## src/hw/rcwl_pkg.sv

```systemverilog
package rcwl_pkg;

  // Word layout, bit 0 is the most significant bit of the word
  localparam int WORD_W          = 32;
  localparam int BYTE_W          = 8;
  localparam int BYTES_PER_WORD  = 4;
  localparam int HALF_W          = 16;
  localparam int BOOT_ADDR_W     = 8;

  // Field positions, counted with bit 0 as the word's msb
  localparam int POS_ARB         = 0;
  localparam int POS_MEMCTL      = 1;
  localparam int POS_L7INT       = 2;
  localparam int POS_BUSMODE     = 3;
  localparam int POS_BPW         = 4;
  localparam int POS_ISPW        = 7;
  localparam int POS_INTERRUPT_PIN_CONFIG        = 8;
  localparam int POS_PARITY_PIN_CONFIG        = 10;
  localparam int POS_NMI         = 12;
  localparam int POS_ISB         = 13;
  localparam int POS_BBD         = 17;
  localparam int POS_TRANSFER_CODE_PIN_CONFIG        = 22;
  localparam int POS_DLL         = 27;
  localparam int POS_MODCK       = 28;

  // Internal default word, bit 0 first (bytes 2c 00 02 1e)
  localparam logic [31:0] DEFAULT_WORD = 32'h2c00021e;

  // Boot memory byte addresses 0, 8, 0x18, 0x20
  localparam logic [7:0] BOOT_ADDR0 = 8'h00;
  localparam logic [7:0] BOOT_ADDR1 = 8'h08;
  localparam logic [7:0] BOOT_ADDR2 = 8'h18;
  localparam logic [7:0] BOOT_ADDR3 = 8'h20;

  // Reset timing
  localparam int          CLK_MHZ          = 40;
  localparam int          RESET_STRETCH_CY = 512;
  localparam int          SOFT_TAIL_CY     = 3;
  localparam logic [9:0]  STRETCH_LOAD     = 10'(RESET_STRETCH_CY - 1);
  localparam logic [1:0]  TAIL_LOAD        = 2'(SOFT_TAIL_CY - 1);

  // Boot source encodings
  localparam logic [1:0] BOOT_EXT_MEM = 2'h0;
  localparam logic [1:0] BOOT_HOST    = 2'h1;
  localparam logic [1:0] BOOT_EEPROM  = 2'h2;
  localparam logic [1:0] BOOT_RSVD    = 2'h3;

  typedef enum logic [1:0] {
    RCWL_SRC_DEFAULT,
    RCWL_SRC_MEMORY,
    RCWL_SRC_HOST
  } rcwl_src_t;

  typedef struct packed {
    logic       external_arbitration_select;
    logic       external_memctl_select;
    logic       line_seven_int_out_select;
    logic       bus_mode_select;
    logic [1:0] boot_port_width;
    logic       boot_port_32;
    logic       internal_space_port_width;
    logic       isp_64;
    logic [1:0] interrupt_pin_config;
    logic       irq_pins_nc;
    logic [1:0] parity_pin_config;
    logic       parity_as_irq;
    logic       nmi_route_select;
    logic       nmi_to_core;
    logic [2:0] internal_space_base;
    logic [31:0] internal_space_addr;
    logic       bus_busy_pin_select;
    logic [1:0] transfer_code_pin_config;
    logic       tc_as_bank_select;
    logic       delay_loop_disable;
    logic [2:0] clock_mode_high_bits;
  } rcwl_fields_t;

  typedef struct packed {
    logic       debug_enable;
    logic [1:0] boot_source;
    logic       host_port_on;
  } rcwl_straps_t;

  typedef struct packed {
    logic [7:0]  addr;
    logic        read;
  } rcwl_mem_req_t;

  // Bit n of the word as numbered with bit 0 the msb
  function automatic logic wbit(input logic [31:0] w, input int n);
    return w[WORD_W - 1 - n];
  endfunction

endpackage

```

## src/hw/rcwl_loader.sv

```systemverilog
// Implementation choices: the plain strobed port and the register offsets.
`timescale 1ns/10ps
`default_nettype none
module rcwl_loader
  import rcwl_pkg::*;
(
  // Clock and reset
  input  wire logic                 clk_in,
  input  wire logic                 nrst_in,
  // Reset pins
  input  wire logic                 power_on_reset_n_in,
  input  wire logic                 hard_reset_n_in,
  input  wire logic                 reset_config_select_in,
  // Strap pins
  input  wire logic                 host_port_enable_pin_in,
  input  wire logic                 debug_select_pin_in,
  input  wire logic [1:0]           boot_mode_pins_in,
  // Internal reset sources
  input  wire logic                 int_hard_src_in,
  input  wire logic                 int_soft_src_in,
  // Boot memory
  output var  rcwl_pkg::rcwl_mem_req_t mem_req_out,
  input  wire logic [7:0]           mem_data_in,
  // Host write port, same clock
  input  wire logic                 host_wr_in,
  input  wire logic                 host_half_sel_in,
  input  wire logic [15:0]          host_data_in,
  // Results
  output logic [31:0]               hard_config_word_out,
  output var  rcwl_pkg::rcwl_fields_t fields_out,
  output var  rcwl_pkg::rcwl_straps_t straps_out,
  output logic                      config_done_out,
  output logic                      hard_reset_n_out,
  output logic                      hard_reset_n_oe_out,
  output logic                      soft_reset_n_out,
  output logic                      soft_reset_n_oe_out
);
  import rcwl_pkg::*;

  typedef enum logic [2:0] {
    RCWL_IDLE,
    RCWL_ADDR,
    RCWL_CAPT,
    RCWL_HOST,
    RCWL_DONE
  } rcwl_state_t;

  // Pin synchronisers, two stages each
  logic [5:0] s1_reg, s2_reg;
  logic [1:0] bm1_reg, bm2_reg;
  always_ff @(posedge clk_in) begin
    if (!nrst_in) begin
      s1_reg  <= 6'h3f;
      s2_reg  <= 6'h3f;
      bm1_reg <= 2'h0;
      bm2_reg <= 2'h0;
    end else begin
      s1_reg  <= {power_on_reset_n_in, hard_reset_n_in, reset_config_select_in,
                  host_port_enable_pin_in, debug_select_pin_in, 1'b1};
      s2_reg  <= s1_reg;
      bm1_reg <= boot_mode_pins_in;
      bm2_reg <= bm1_reg;
    end
  end
  logic por_n_s, hrst_n_s, rcs_s, hpe_s, dbg_s;
  always_comb begin
    por_n_s  = s2_reg[5];
    hrst_n_s = s2_reg[4];
    rcs_s    = s2_reg[3];
    hpe_s    = s2_reg[2];
    dbg_s    = s2_reg[1];
  end

  // State
  rcwl_state_t  st_reg, st_next;
  logic [31:0]  word_reg, word_next;
  logic [1:0]   idx_reg, idx_next;
  logic         hpe_reg, hpe_next;
  logic         por_d_reg, por_d_next;
  logic         first_reg, first_next;
  logic         dll_reg, dll_next;
  logic         dbg_reg, dbg_next;
  logic [1:0]   bm_reg, bm_next;
  logic         hrst_d_reg, hrst_d_next;
  logic [1:0]   half_reg, half_next;
  logic         done_reg, done_next;
  rcwl_mem_req_t req_reg, req_next;
  logic [9:0]   hcnt_reg, hcnt_next;
  logic [9:0]   scnt_reg, scnt_next;
  logic [1:0]   tail_reg, tail_next;
  logic         hdrv_reg, hdrv_next;
  logic         sdrv_reg, sdrv_next;
  logic         hwas_reg, hwas_next;

  function automatic logic [7:0] boot_addr(input logic [1:0] i);
    case (i)
      2'h0:    return BOOT_ADDR0;
      2'h1:    return BOOT_ADDR1;
      2'h2:    return BOOT_ADDR2;
      default: return BOOT_ADDR3;
    endcase
  endfunction

  logic hrst_fall, por_rise, hard_any;

  always_comb begin
    st_next     = st_reg;
    word_next   = word_reg;
    idx_next    = idx_reg;
    hpe_next    = hpe_reg;
    por_d_next  = por_n_s;
    first_next  = first_reg;
    dll_next    = dll_reg;
    dbg_next    = dbg_reg;
    bm_next     = bm_reg;
    half_next   = half_reg;
    done_next   = done_reg;
    req_next    = '0;
    hard_any    = !hrst_n_s || hdrv_reg;
    hrst_d_next = hard_any;
    hrst_fall   = hard_any && !hrst_d_reg;
    por_rise    = por_n_s && !por_d_reg;
    // Straps caught on power-on release
    if (por_rise) begin
      hpe_next   = hpe_s;
      dbg_next   = !dbg_s;
      bm_next    = bm2_reg;
      first_next = 1'b1;
    end
    if (!por_n_s) begin
      st_next   = RCWL_IDLE;
      done_next = 1'b0;
    end else if (hrst_fall) begin
      done_next = 1'b0;
      idx_next  = 2'h0;
      half_next = 2'h0;
      if (!rcs_s) begin
        st_next   = RCWL_DONE;
        word_next = DEFAULT_WORD;
      end else if (hpe_reg) begin
        st_next = RCWL_HOST;
      end else begin
        st_next = RCWL_ADDR;
      end
    end else begin
      case (st_reg)
        RCWL_IDLE: begin
          st_next = RCWL_IDLE;
        end
        RCWL_ADDR: begin
          req_next.addr = boot_addr(idx_reg);
          req_next.read = 1'b1;
          st_next       = RCWL_CAPT;
        end
        RCWL_CAPT: begin
          // Byte lands msb first, bit 0 of the word is the msb
          word_next = {word_reg[23:0], mem_data_in};
          idx_next  = idx_reg + 2'h1;
          st_next   = (idx_reg == 2'(BYTES_PER_WORD - 1)) ? RCWL_DONE : RCWL_ADDR;
        end
        RCWL_HOST: begin
          if (host_wr_in) begin
            if (host_half_sel_in) begin
              word_next[15:0] = host_data_in;
              half_next[1]    = 1'b1;
            end else begin
              word_next[31:16] = host_data_in;
              half_next[0]     = 1'b1;
            end
          end
          if (&half_reg) begin
            st_next = RCWL_DONE;
          end
        end
        RCWL_DONE: begin
          if (!done_reg) begin
            done_next = 1'b1;
            // Only the first load after power-up may change the loop setting
            if (first_reg) begin
              dll_next   = wbit(word_reg, POS_DLL);
              first_next = 1'b0;
            end
          end
        end
        default: st_next = RCWL_IDLE;
      endcase
    end
  end

  // Reset stretch and sequencing
  always_comb begin
    hcnt_next = hcnt_reg;
    scnt_next = scnt_reg;
    tail_next = tail_reg;
    hdrv_next = hdrv_reg;
    sdrv_next = sdrv_reg;
    hwas_next = hard_any;
    if (int_hard_src_in && !hdrv_reg) begin
      hdrv_next = 1'b1;
      hcnt_next = STRETCH_LOAD;
    end else if (hdrv_reg) begin
      if (hcnt_reg == 10'h0) begin
        hdrv_next = 1'b0;
      end else begin
        hcnt_next = hcnt_reg - 10'h1;
      end
    end
    if (int_soft_src_in && !sdrv_reg) begin
      sdrv_next = 1'b1;
      scnt_next = STRETCH_LOAD;
      tail_next = 2'h0;
    end else if (hard_any) begin
      sdrv_next = 1'b1;
      scnt_next = 10'h0;
      tail_next = TAIL_LOAD;
    end else if (hwas_reg) begin
      // First quiet cycle already counts toward the three-clock tail
      tail_next = TAIL_LOAD - 2'h1;
    end else if (sdrv_reg) begin
      if (tail_reg != 2'h0) begin
        tail_next = tail_reg - 2'h1;
      end else if (scnt_reg != 10'h0) begin
        scnt_next = scnt_reg - 10'h1;
      end else begin
        sdrv_next = 1'b0;
      end
    end
  end

  always_ff @(posedge clk_in) begin
    if (!nrst_in) begin
      st_reg     <= RCWL_IDLE;
      word_reg   <= DEFAULT_WORD;
      idx_reg    <= 2'h0;
      hpe_reg    <= 1'b0;
      por_d_reg  <= 1'b1; // Matches synced reset level, no false power-on edge
      first_reg  <= 1'b1;
      dll_reg    <= 1'b0;
      dbg_reg    <= 1'b0;
      bm_reg     <= BOOT_EXT_MEM;
      hrst_d_reg <= 1'b0;
      half_reg   <= 2'h0;
      done_reg   <= 1'b0;
      req_reg    <= '0;
      hcnt_reg   <= 10'h0;
      scnt_reg   <= 10'h0;
      tail_reg   <= 2'h0;
      hdrv_reg   <= 1'b0;
      sdrv_reg   <= 1'b0;
      hwas_reg   <= 1'b0;
    end else begin
      st_reg     <= st_next;
      word_reg   <= word_next;
      idx_reg    <= idx_next;
      hpe_reg    <= hpe_next;
      por_d_reg  <= por_d_next;
      first_reg  <= first_next;
      dll_reg    <= dll_next;
      dbg_reg    <= dbg_next;
      bm_reg     <= bm_next;
      hrst_d_reg <= hrst_d_next;
      half_reg   <= half_next;
      done_reg   <= done_next;
      req_reg    <= req_next;
      hcnt_reg   <= hcnt_next;
      scnt_reg   <= scnt_next;
      tail_reg   <= tail_next;
      hdrv_reg   <= hdrv_next;
      sdrv_reg   <= sdrv_next;
      hwas_reg   <= hwas_next;
    end
  end

  // Field decode of the committed word
  rcwl_fields_t f;
  always_comb begin
    f = '0;
    f.external_arbitration_select = wbit(word_reg, POS_ARB);
    f.external_memctl_select      = wbit(word_reg, POS_MEMCTL);
    f.line_seven_int_out_select   = wbit(word_reg, POS_L7INT);
    f.bus_mode_select             = wbit(word_reg, POS_BUSMODE);
    f.boot_port_width = {wbit(word_reg, POS_BPW), wbit(word_reg, POS_BPW + 1)};
    f.boot_port_32    = &f.boot_port_width;
    f.internal_space_port_width = wbit(word_reg, POS_ISPW);
    f.isp_64          = !f.internal_space_port_width;
    f.interrupt_pin_config = {wbit(word_reg, POS_INTERRUPT_PIN_CONFIG), wbit(word_reg, POS_INTERRUPT_PIN_CONFIG + 1)};
    f.irq_pins_nc     = (f.interrupt_pin_config == 2'h0);
    f.parity_pin_config = {wbit(word_reg, POS_PARITY_PIN_CONFIG), wbit(word_reg, POS_PARITY_PIN_CONFIG + 1)};
    f.parity_as_irq   = (f.parity_pin_config == 2'h0);
    f.nmi_route_select = wbit(word_reg, POS_NMI);
    f.nmi_to_core     = !f.nmi_route_select;
    f.internal_space_base = {wbit(word_reg, POS_ISB), wbit(word_reg, POS_ISB + 1),
                             wbit(word_reg, POS_ISB + 2)};
    // Base 000 maps to 0xf0000000; each step moves down 32 MB in this model
    f.internal_space_addr = 32'hf0000000 - {4'h0, f.internal_space_base, 25'h0};
    f.bus_busy_pin_select = wbit(word_reg, POS_BBD);
    f.transfer_code_pin_config = {wbit(word_reg, POS_TRANSFER_CODE_PIN_CONFIG), wbit(word_reg, POS_TRANSFER_CODE_PIN_CONFIG + 1)};
    f.tc_as_bank_select = (f.transfer_code_pin_config == 2'h2);
    f.delay_loop_disable = dll_reg;
    f.clock_mode_high_bits = {wbit(word_reg, POS_MODCK), wbit(word_reg, POS_MODCK + 1),
                              wbit(word_reg, POS_MODCK + 2)};
  end

  rcwl_straps_t sp;
  always_comb begin
    sp.debug_enable = dbg_reg;
    sp.boot_source  = bm_reg;
    sp.host_port_on = hpe_reg;
  end

  // Outputs registered
  logic [31:0]   word_o_reg;
  rcwl_fields_t  f_reg;
  rcwl_straps_t  sp_reg;
  logic          done_o_reg, h_o_reg, s_o_reg;
  always_ff @(posedge clk_in) begin
    if (!nrst_in) begin
      word_o_reg <= DEFAULT_WORD;
      f_reg      <= '0;
      sp_reg     <= '0;
      done_o_reg <= 1'b0;
      h_o_reg    <= 1'b0;
      s_o_reg    <= 1'b0;
    end else begin
      word_o_reg <= word_reg;
      f_reg      <= f;
      sp_reg     <= sp;
      done_o_reg <= done_reg;
      h_o_reg    <= hdrv_reg;
      s_o_reg    <= sdrv_reg;
    end
  end

  // Open-drain: pin only pulled low, never driven high
  always_comb begin
    mem_req_out          = req_reg;
    hard_config_word_out = word_o_reg;
    fields_out           = f_reg;
    straps_out           = sp_reg;
    config_done_out      = done_o_reg;
    hard_reset_n_out     = 1'b0;
    hard_reset_n_oe_out  = h_o_reg;
    soft_reset_n_out     = 1'b0;
    soft_reset_n_oe_out  = s_o_reg;
  end

endmodule
`default_nettype wire

```

## config.mk

```make
export PLATFORM = sky130hd
export DESIGN_NAME = rcwl_loader
export DESIGN_NICKNAME = d
export VERILOG_FILES = /design/src/hw/rcwl_pkg.sv /design/src/hw/rcwl_loader.sv
export SDC_FILE = /design/constraint.sdc
export NUM_CORES = 1
export LEC_CHECK = 0
export BUFFER_PORTS_ARGS = -buffer_cell sky130_fd_sc_hd__buf_4
export CAP_MARGIN = 20
export CORE_ASPECT_RATIO = 0.9
export CORE_MARGIN = 4
export CORE_UTILIZATION = 46
export CTS_CLUSTER_SIZE = 16
export DETAILED_ROUTE_END_ITERATION = 8
export GPL_TIMING_DRIVEN = 0
export PLACE_DENSITY = 0.7
export SLEW_MARGIN = 10
export SYNTH_ARGS = -nofsm -noshare
export SYNTH_HDL_FRONTEND = slang
export SYNTH_SLANG_ARGS = --single-unit
```

## constraint.sdc

```tcl
create_clock -name clk_in -period 2.6 [get_ports clk_in]
set_input_delay 0.26 -clock clk_in [delete_from_list [all_inputs] [get_ports clk_in]]
set_output_delay 0.26 -clock clk_in [all_outputs]
set_load 0.005 [all_outputs]
```

==> impl_metrics.toml, run 1 <==
[route]
vias = 4865
wire_per_inst_microns = 15.88
top_layer = "met4"
ant_nets = 0
drt_iter0_drc = 361
routed_via_density = 5.094
wirelength_met1_microns = 6750
dr_wl_met3_microns = 939
drtPass1Iterations = 5
wl_met2_microns = 7217
drcViolationCount = 0
drt-total-wl_microns = 15170

[global_routing]
overflow = 0
grt_max_degree = 17
grt_first_pass_wirelength_microns = 24140
antenna_found_initial = 0
grt_pass1_vias = 4930
grtUsageTotal = 0.2065

[timing]
finalMaxSlewViolations = 0
hold_viol_final = 0
fin_skew_ns = 0.008252
worst_pin_slew_ns = 0.8054
maxSlewHeadroom = 0.4560
rsz0062_at_grt = "false"
post-route-period-util = 0.9375
setup_tns_ns = 0
finalSetupViolCount = 0
setup_ws_ns = 0.1624
fmax_mhz = 410.2
period_needed_ns = 2.438

[logic_synthesis]
ys_seq_area_frac = 0.4947
synth.most_common_cell = "dfxtp_1"
yosys-top-cells-area = "dfxtp_1 (49%), buf_4 (6.4%), mux2_2 (6.1%)"
avgSynthCellArea_sq_um = 9.703
synth_top_area_share = 0.4947
yosysUniqueCellTypes = 61
netlist.top_cell.by_area = "dfxtp_1"
synth_edf_count = 0
synth_cells = 613
synthTopCellsByCount = "dfxtp_1 (147), nand2_1 (60), buf_4 (51)"
synth_area_sq_um = 5948
ys_warn_count = 0
ys_ff_latch = 147
postSynth.asyncResetShare = 0
synth_flop_cell = "dfxtp_1"

[pwr]
swShare = 0.2490
p_sw_mw = 1.499
pwr-share-clk = 0.465
power.internal_mw = 4.522
p_leak_nw = 3.411
power_density_nw_per_um2 = 770.8
total_power_mw = 6.021
ir_worst_vdd_mv = 0.6386
pwr-share-seq = 0.409
share_comb_of_total_power = 0.125

[critical_path]
critPathKind = "flop to flop"
end_kind = "flop"
setup.worst_path.start_class = "flop"
r2r_start = "hdrv_reg"
reg2reg_slack_ns = 0.16
worst-path-max-fanout = 10
cp.required_ns = 2.90
r2r_end = "word_reg[19]"
cp_data_arrival_time_ns = 2.74
r2r_cells = 5

[place]
io_buffers = 114
gp_congestion = 0.8725
dp_slack_ns = 0.2139
place_inst = 922
dp_hpwl_microns = 10930

[run]
cap_viol_max_count = 0

[die]
die_x_microns = 127.9
core.rowCount = 39
die_h_microns = 115.9
core_region_area_sq_um = 12690
initial_core_util = 0.4688
pin_count = 147
dieArea_sq_um = 14820

[worst_hold_path]
hp-class = "input port to flop"
hold_path_end = "s1_reg[5]"
hold_start = "power_on_reset_n_in"
hold_path_depth = 2

[finish]
nNetsFinal = 823
syn_to_final_growth_pct = 31.32
final_cell_count_no_fill = 955
drive_gt1_frac = 0.3072
fillers = 1075
diodes = 0

[run_status]
status = "finished clean"

[cts]
clk_pin_slew_worst_paths_ns = 0.06
cts.sinks = 147
cts_tree = "done"
root_buffer = "clkbuf_16"
cts_setup_buffers = 0
cts_max_level = 4
clockBufferDepth = 2
clk_latency_ns = 0.41
cts_inserted_buffers = 17
## cells by family after synthesis
| logic type | after synthesis | synth area share |
|---|---|---|
| other | 1 | 0.0006304 |
| buffers and inverters | 91 | 0.09003 |
| adder cells (fa/ha/maj) | 8 | 0.01683 |
| AND/OR/NAND/NOR | 215 | 0.1942 |
| multiplexers | 37 | 0.06900 |
| AO/OA/AOI/OAI | 111 | 0.1302 |
| flip-flops | 147 | 0.4947 |
| XOR/XNOR | 3 | 0.004418 |
## final cells by class
class | count | area (sq um) | area share
flip-flops and latches | 147 | 2943 | 0.3767
multi-input cells | 406 | 2586 | 0.3311
well taps | 164 | 205.2 | 0.02627
inverters | 12 | 45.04 | 0.005766
clock buffers | 17 | 425.4 | 0.05446
repair buffers | 115 | 865.8 | 0.1108
plain buffers | 79 | 490.5 | 0.06279
clock inverters | 15 | 250.2 | 0.03204
## per-stage QoR
step / cell area [sq um] / util / hold slack, ns
final: 7811 / 0.6157 / 0.02074
after CTS: 7811 / 0.6157 / 0.01094
after global placement: 7126 / 0.5616 / 0.3749
after global routing: 7811 / 0.6157 / 0.02112
after floorplan: 6065 / - / 0.2877
after detailed placement: 7126 / 0.5616 / 0.3771
## worst max-delay path by stage
| stage | to | cells after the start | startpoint | slack [ns] |
|---|---|---|---|---|
| 6_report | word_reg[19] | 5 | hdrv_reg | 0.16 |
| 3_3_place_gp | word_reg[17] | 5 | hdrv_reg | 0.27 |
| 2_1_floorplan | word_reg[10] | 5 | hdrv_reg | 0.63 |
| 4_1_cts | word_reg[19] | 5 | hdrv_reg | 0.21 |
| 5_1_grt | hcnt_reg[0] | 7 | nrst_in | 0.07 |
| 3_5_place_dp | word_reg[19] | 5 | hdrv_reg | 0.21 |
## cells in the final DEF (no fill, tap or decap), drive strengths merged, types with 9 or more instances in the layout
| cell type | synthesis | routed |
|---|---|---|
| a211oi | 10 | 10 |
| a21oi | 46 | 46 |
| a31oi | 9 | 9 |
| and2 | 44 | 44 |
| buf | 53 | 167 |
| clkbuf | 26 | 43 |
| conb | 1 | 32 |
| dfxtp | 147 | 147 |
| inv | 11 | 15 |
| mux2 | 32 | 32 |
| nand2 | 60 | 60 |
| nand2b | 25 | 25 |
| nor2 | 24 | 24 |
| nor3 | 15 | 15 |
| o21ai | 9 | 9 |
| o31ai | 9 | 9 |
## routing by layer
metal,up-vias,global-route usage
li1,2383,-
met5,-,0
met1,2303,0.2645
met3,27,0.05991
met2,152,0.3266
met4,0,0.08911
## power by group through the flow
| stage | registers (mW) | logic [mW] | clock network [mW] |
|---|---|---|---|
| after detailed placement | 2.51 | 0.740 | 0 |
| after global routing | 2.48 | 0.828 | 2.93 |
| after global placement | 2.51 | 0.718 | 0 |
| after CTS | 2.46 | 0.747 | 2.83 |
| after floorplan | 2.49 | 0.503 | 0 |
| final | 2.47 | 0.753 | 2.80 |
## critical path, stage by stage (launching register included)
cell	delay, ns
dfxtp_1	0.46
nor2b_1	0.09
or3_1	0.44
a221oi_4	0.63
buf_4	0.34
mux2_2	0.37
## timing repair
item,CTS,global route
hold buffers,1,0
gates resized for setup,0,0
hold endpoints to repair,1,0
(Power assumes the default switching activity.)
==> inputs of run 2 (changes only) <==
Settings changed: CORE_UTILIZATION 46 to 53, PLACE_DENSITY 0.7 to 0.79.
==> impl_metrics.toml, run 2 (synthesized netlist as in run 1, its figures left out) <==
[run_status]
status = "finished clean"

[cts]
root_buffer = "clkbuf_16"
cts_inserted_buffers = 17
clk_latency_ns = 0.42
cts_max_level = 4
cts.sinks = 147
clk_pin_slew_worst_paths_ns = 0.06
cts_tree = "done"
clockBufferDepth = 2

[route]
routed_via_density = 5.199
vias = 4903
drt-total-wl_microns = 14790
wire_per_inst_microns = 15.68
ant_nets = 0
drcViolationCount = 0
drt_iter0_drc = 329
drtPass1Iterations = 5

[die]
die_x_microns = 119.7
core.rowCount = 36
pin_count = 147
die_h_microns = 108.5
initial_core_util = 0.5457
core_region_area_sq_um = 10900
dieArea_sq_um = 12980

[critical_path]
cp.required_ns = 2.91
critPathKind = "flop to flop"
crit_slowest_cell = "a221oi_4"
cp_data_arrival_time_ns = 2.77
r2r_start = "hdrv_reg"
worst-path-max-fanout = 10
critPathTopFamily = "compound AO/OA/AOI/OAI gates"
critPathMaxStageDelay_ns = 0.63
end_kind = "flop"
critPathBufInv = 1
cp_cell_sequence = "nor2b_1, or3_1, a221oi_4, buf_4, mux2_2"
setup.worst_path.start_class = "flop"
crit_path_start = "hdrv_reg"

[global_routing]
grt_pass1_vias = 4792
overflow = 0
grtUsageTotal = 0.2236
grt_max_degree = 17
grt_first_pass_wirelength_microns = 22880
antenna_found_initial = 0

[place]
io_buffers = 114
place_inst = 910
dp_hpwl_microns = 10550
gp_congestion = 0.8729

[timing]
setup_tns_ns = 0
maxSlewHeadroom = 0.4535
period_needed_ns = 2.462
fmax_mhz = 406.2
rsz0062_at_grt = "false"
finalSetupViolCount = 0
finalMaxSlewViolations = 0
fin_skew_ns = 0.01037
hold_viol_final = 0
post-route-period-util = 0.9469
worst_pin_slew_ns = 0.8091

[finish]
nNetsFinal = 823
diodes = 0
final_common_cell = "buf_4"
layout_common_cells = "buf_4 (165), dfxtp_1 (147), nand2_1 (60), a21oi_1 (45), and2_1 (44)"
fillers = 824
final_cell_count_no_fill = 943
final_core_util = 0.7058
drive_gt1_frac = 0.3059
syn_to_final_growth_pct = 29.34

[pwr]
total_power_mw = 5.582
power_density_nw_per_um2 = 725.6
ir_worst_vdd_mv = 0.4436
p_leak_nw = 3.350

[worst_hold_path]
hold_start = "power_on_reset_n_in"
hp-class = "input port to flop"

[run]
cap_viol_max_count = 0
-- run 2: cell count changes in the layout (fill, tap and decap cells not counted), sizes merged --
cell      previous run  this run
clkbuf              43        44
inv                 15        17
bufinv               6         1
clkinvlp             1         4
clkinv               5         4
-- run 2: power breakdown --
group / switching, mW / internal, mW / total [mW]
sequential: 0.0918 / 2.37 / 2.47
clock: 1.02 / 1.34 / 2.37
combinational: 0.414 / 0.336 / 0.750
-- run 2: stage by stage --
| stage | setup WS (ns) | hold slack [ns] | cell area, sq um |
|---|---|---|---|
| 3_5_place_dp | 0.1792 | 0.3808 | 7111 |
| 4_1_cts | 0.1556 | 0.01759 | 7694 |
| 5_1_grt | 0.04866 | 0.02469 | 7694 |
| 6_report | 0.1380 | 0.01620 | 7694 |
| 2_1_floorplan | 0.6289 | 0.2877 | 6065 |
| 3_3_place_gp | 0.2148 | 0.3753 | 7111 |
-- run 2: metal layers --
| layer | vias up | global-route usage | wire [microns] |
|---|---|---|---|
| met5 | - | 0 | 0 |
| met2 | 219 | 0.3867 | 7141 |
| met4 | 0 | 0.09812 | 315 |
| li1 | 2380 | - | - |
| met3 | 34 | 0.06015 | 1198 |
| met1 | 2270 | 0.2626 | 6128 |
-- run 2: final timing paths --
kind | cells past startpoint | slack (ns) | end
max | 5 | 0.14 | word_reg[11]
min | 2 | 0.02 | s1_reg[5]
max reg2reg | 5 | 0.14 | word_reg[11]
min reg2reg | 1 | 0.41 | s2_reg[2]
-- run 2: cell type report --
type	instances	area [sq um]	share of cell area
clock inverter	14	143.9	0.01870
tap	152	190.2	0.02472
multi-input combinational	406	2586	0.3362
buffer	79	490.5	0.06375
clock buffer	18	429.2	0.05578
inverter	12	45.04	0.005855
sequential	147	2943	0.3825
timing repair buffer	115	865.8	0.1125
-- run 2: repair_timing --
item | 4_1_cts | 5_1_grt
buffers inserted | 0 | 0
endpoints found under the hold margin | 1 | 0
gates resized for setup | 0 | 0
hold buffers | 1 | 0
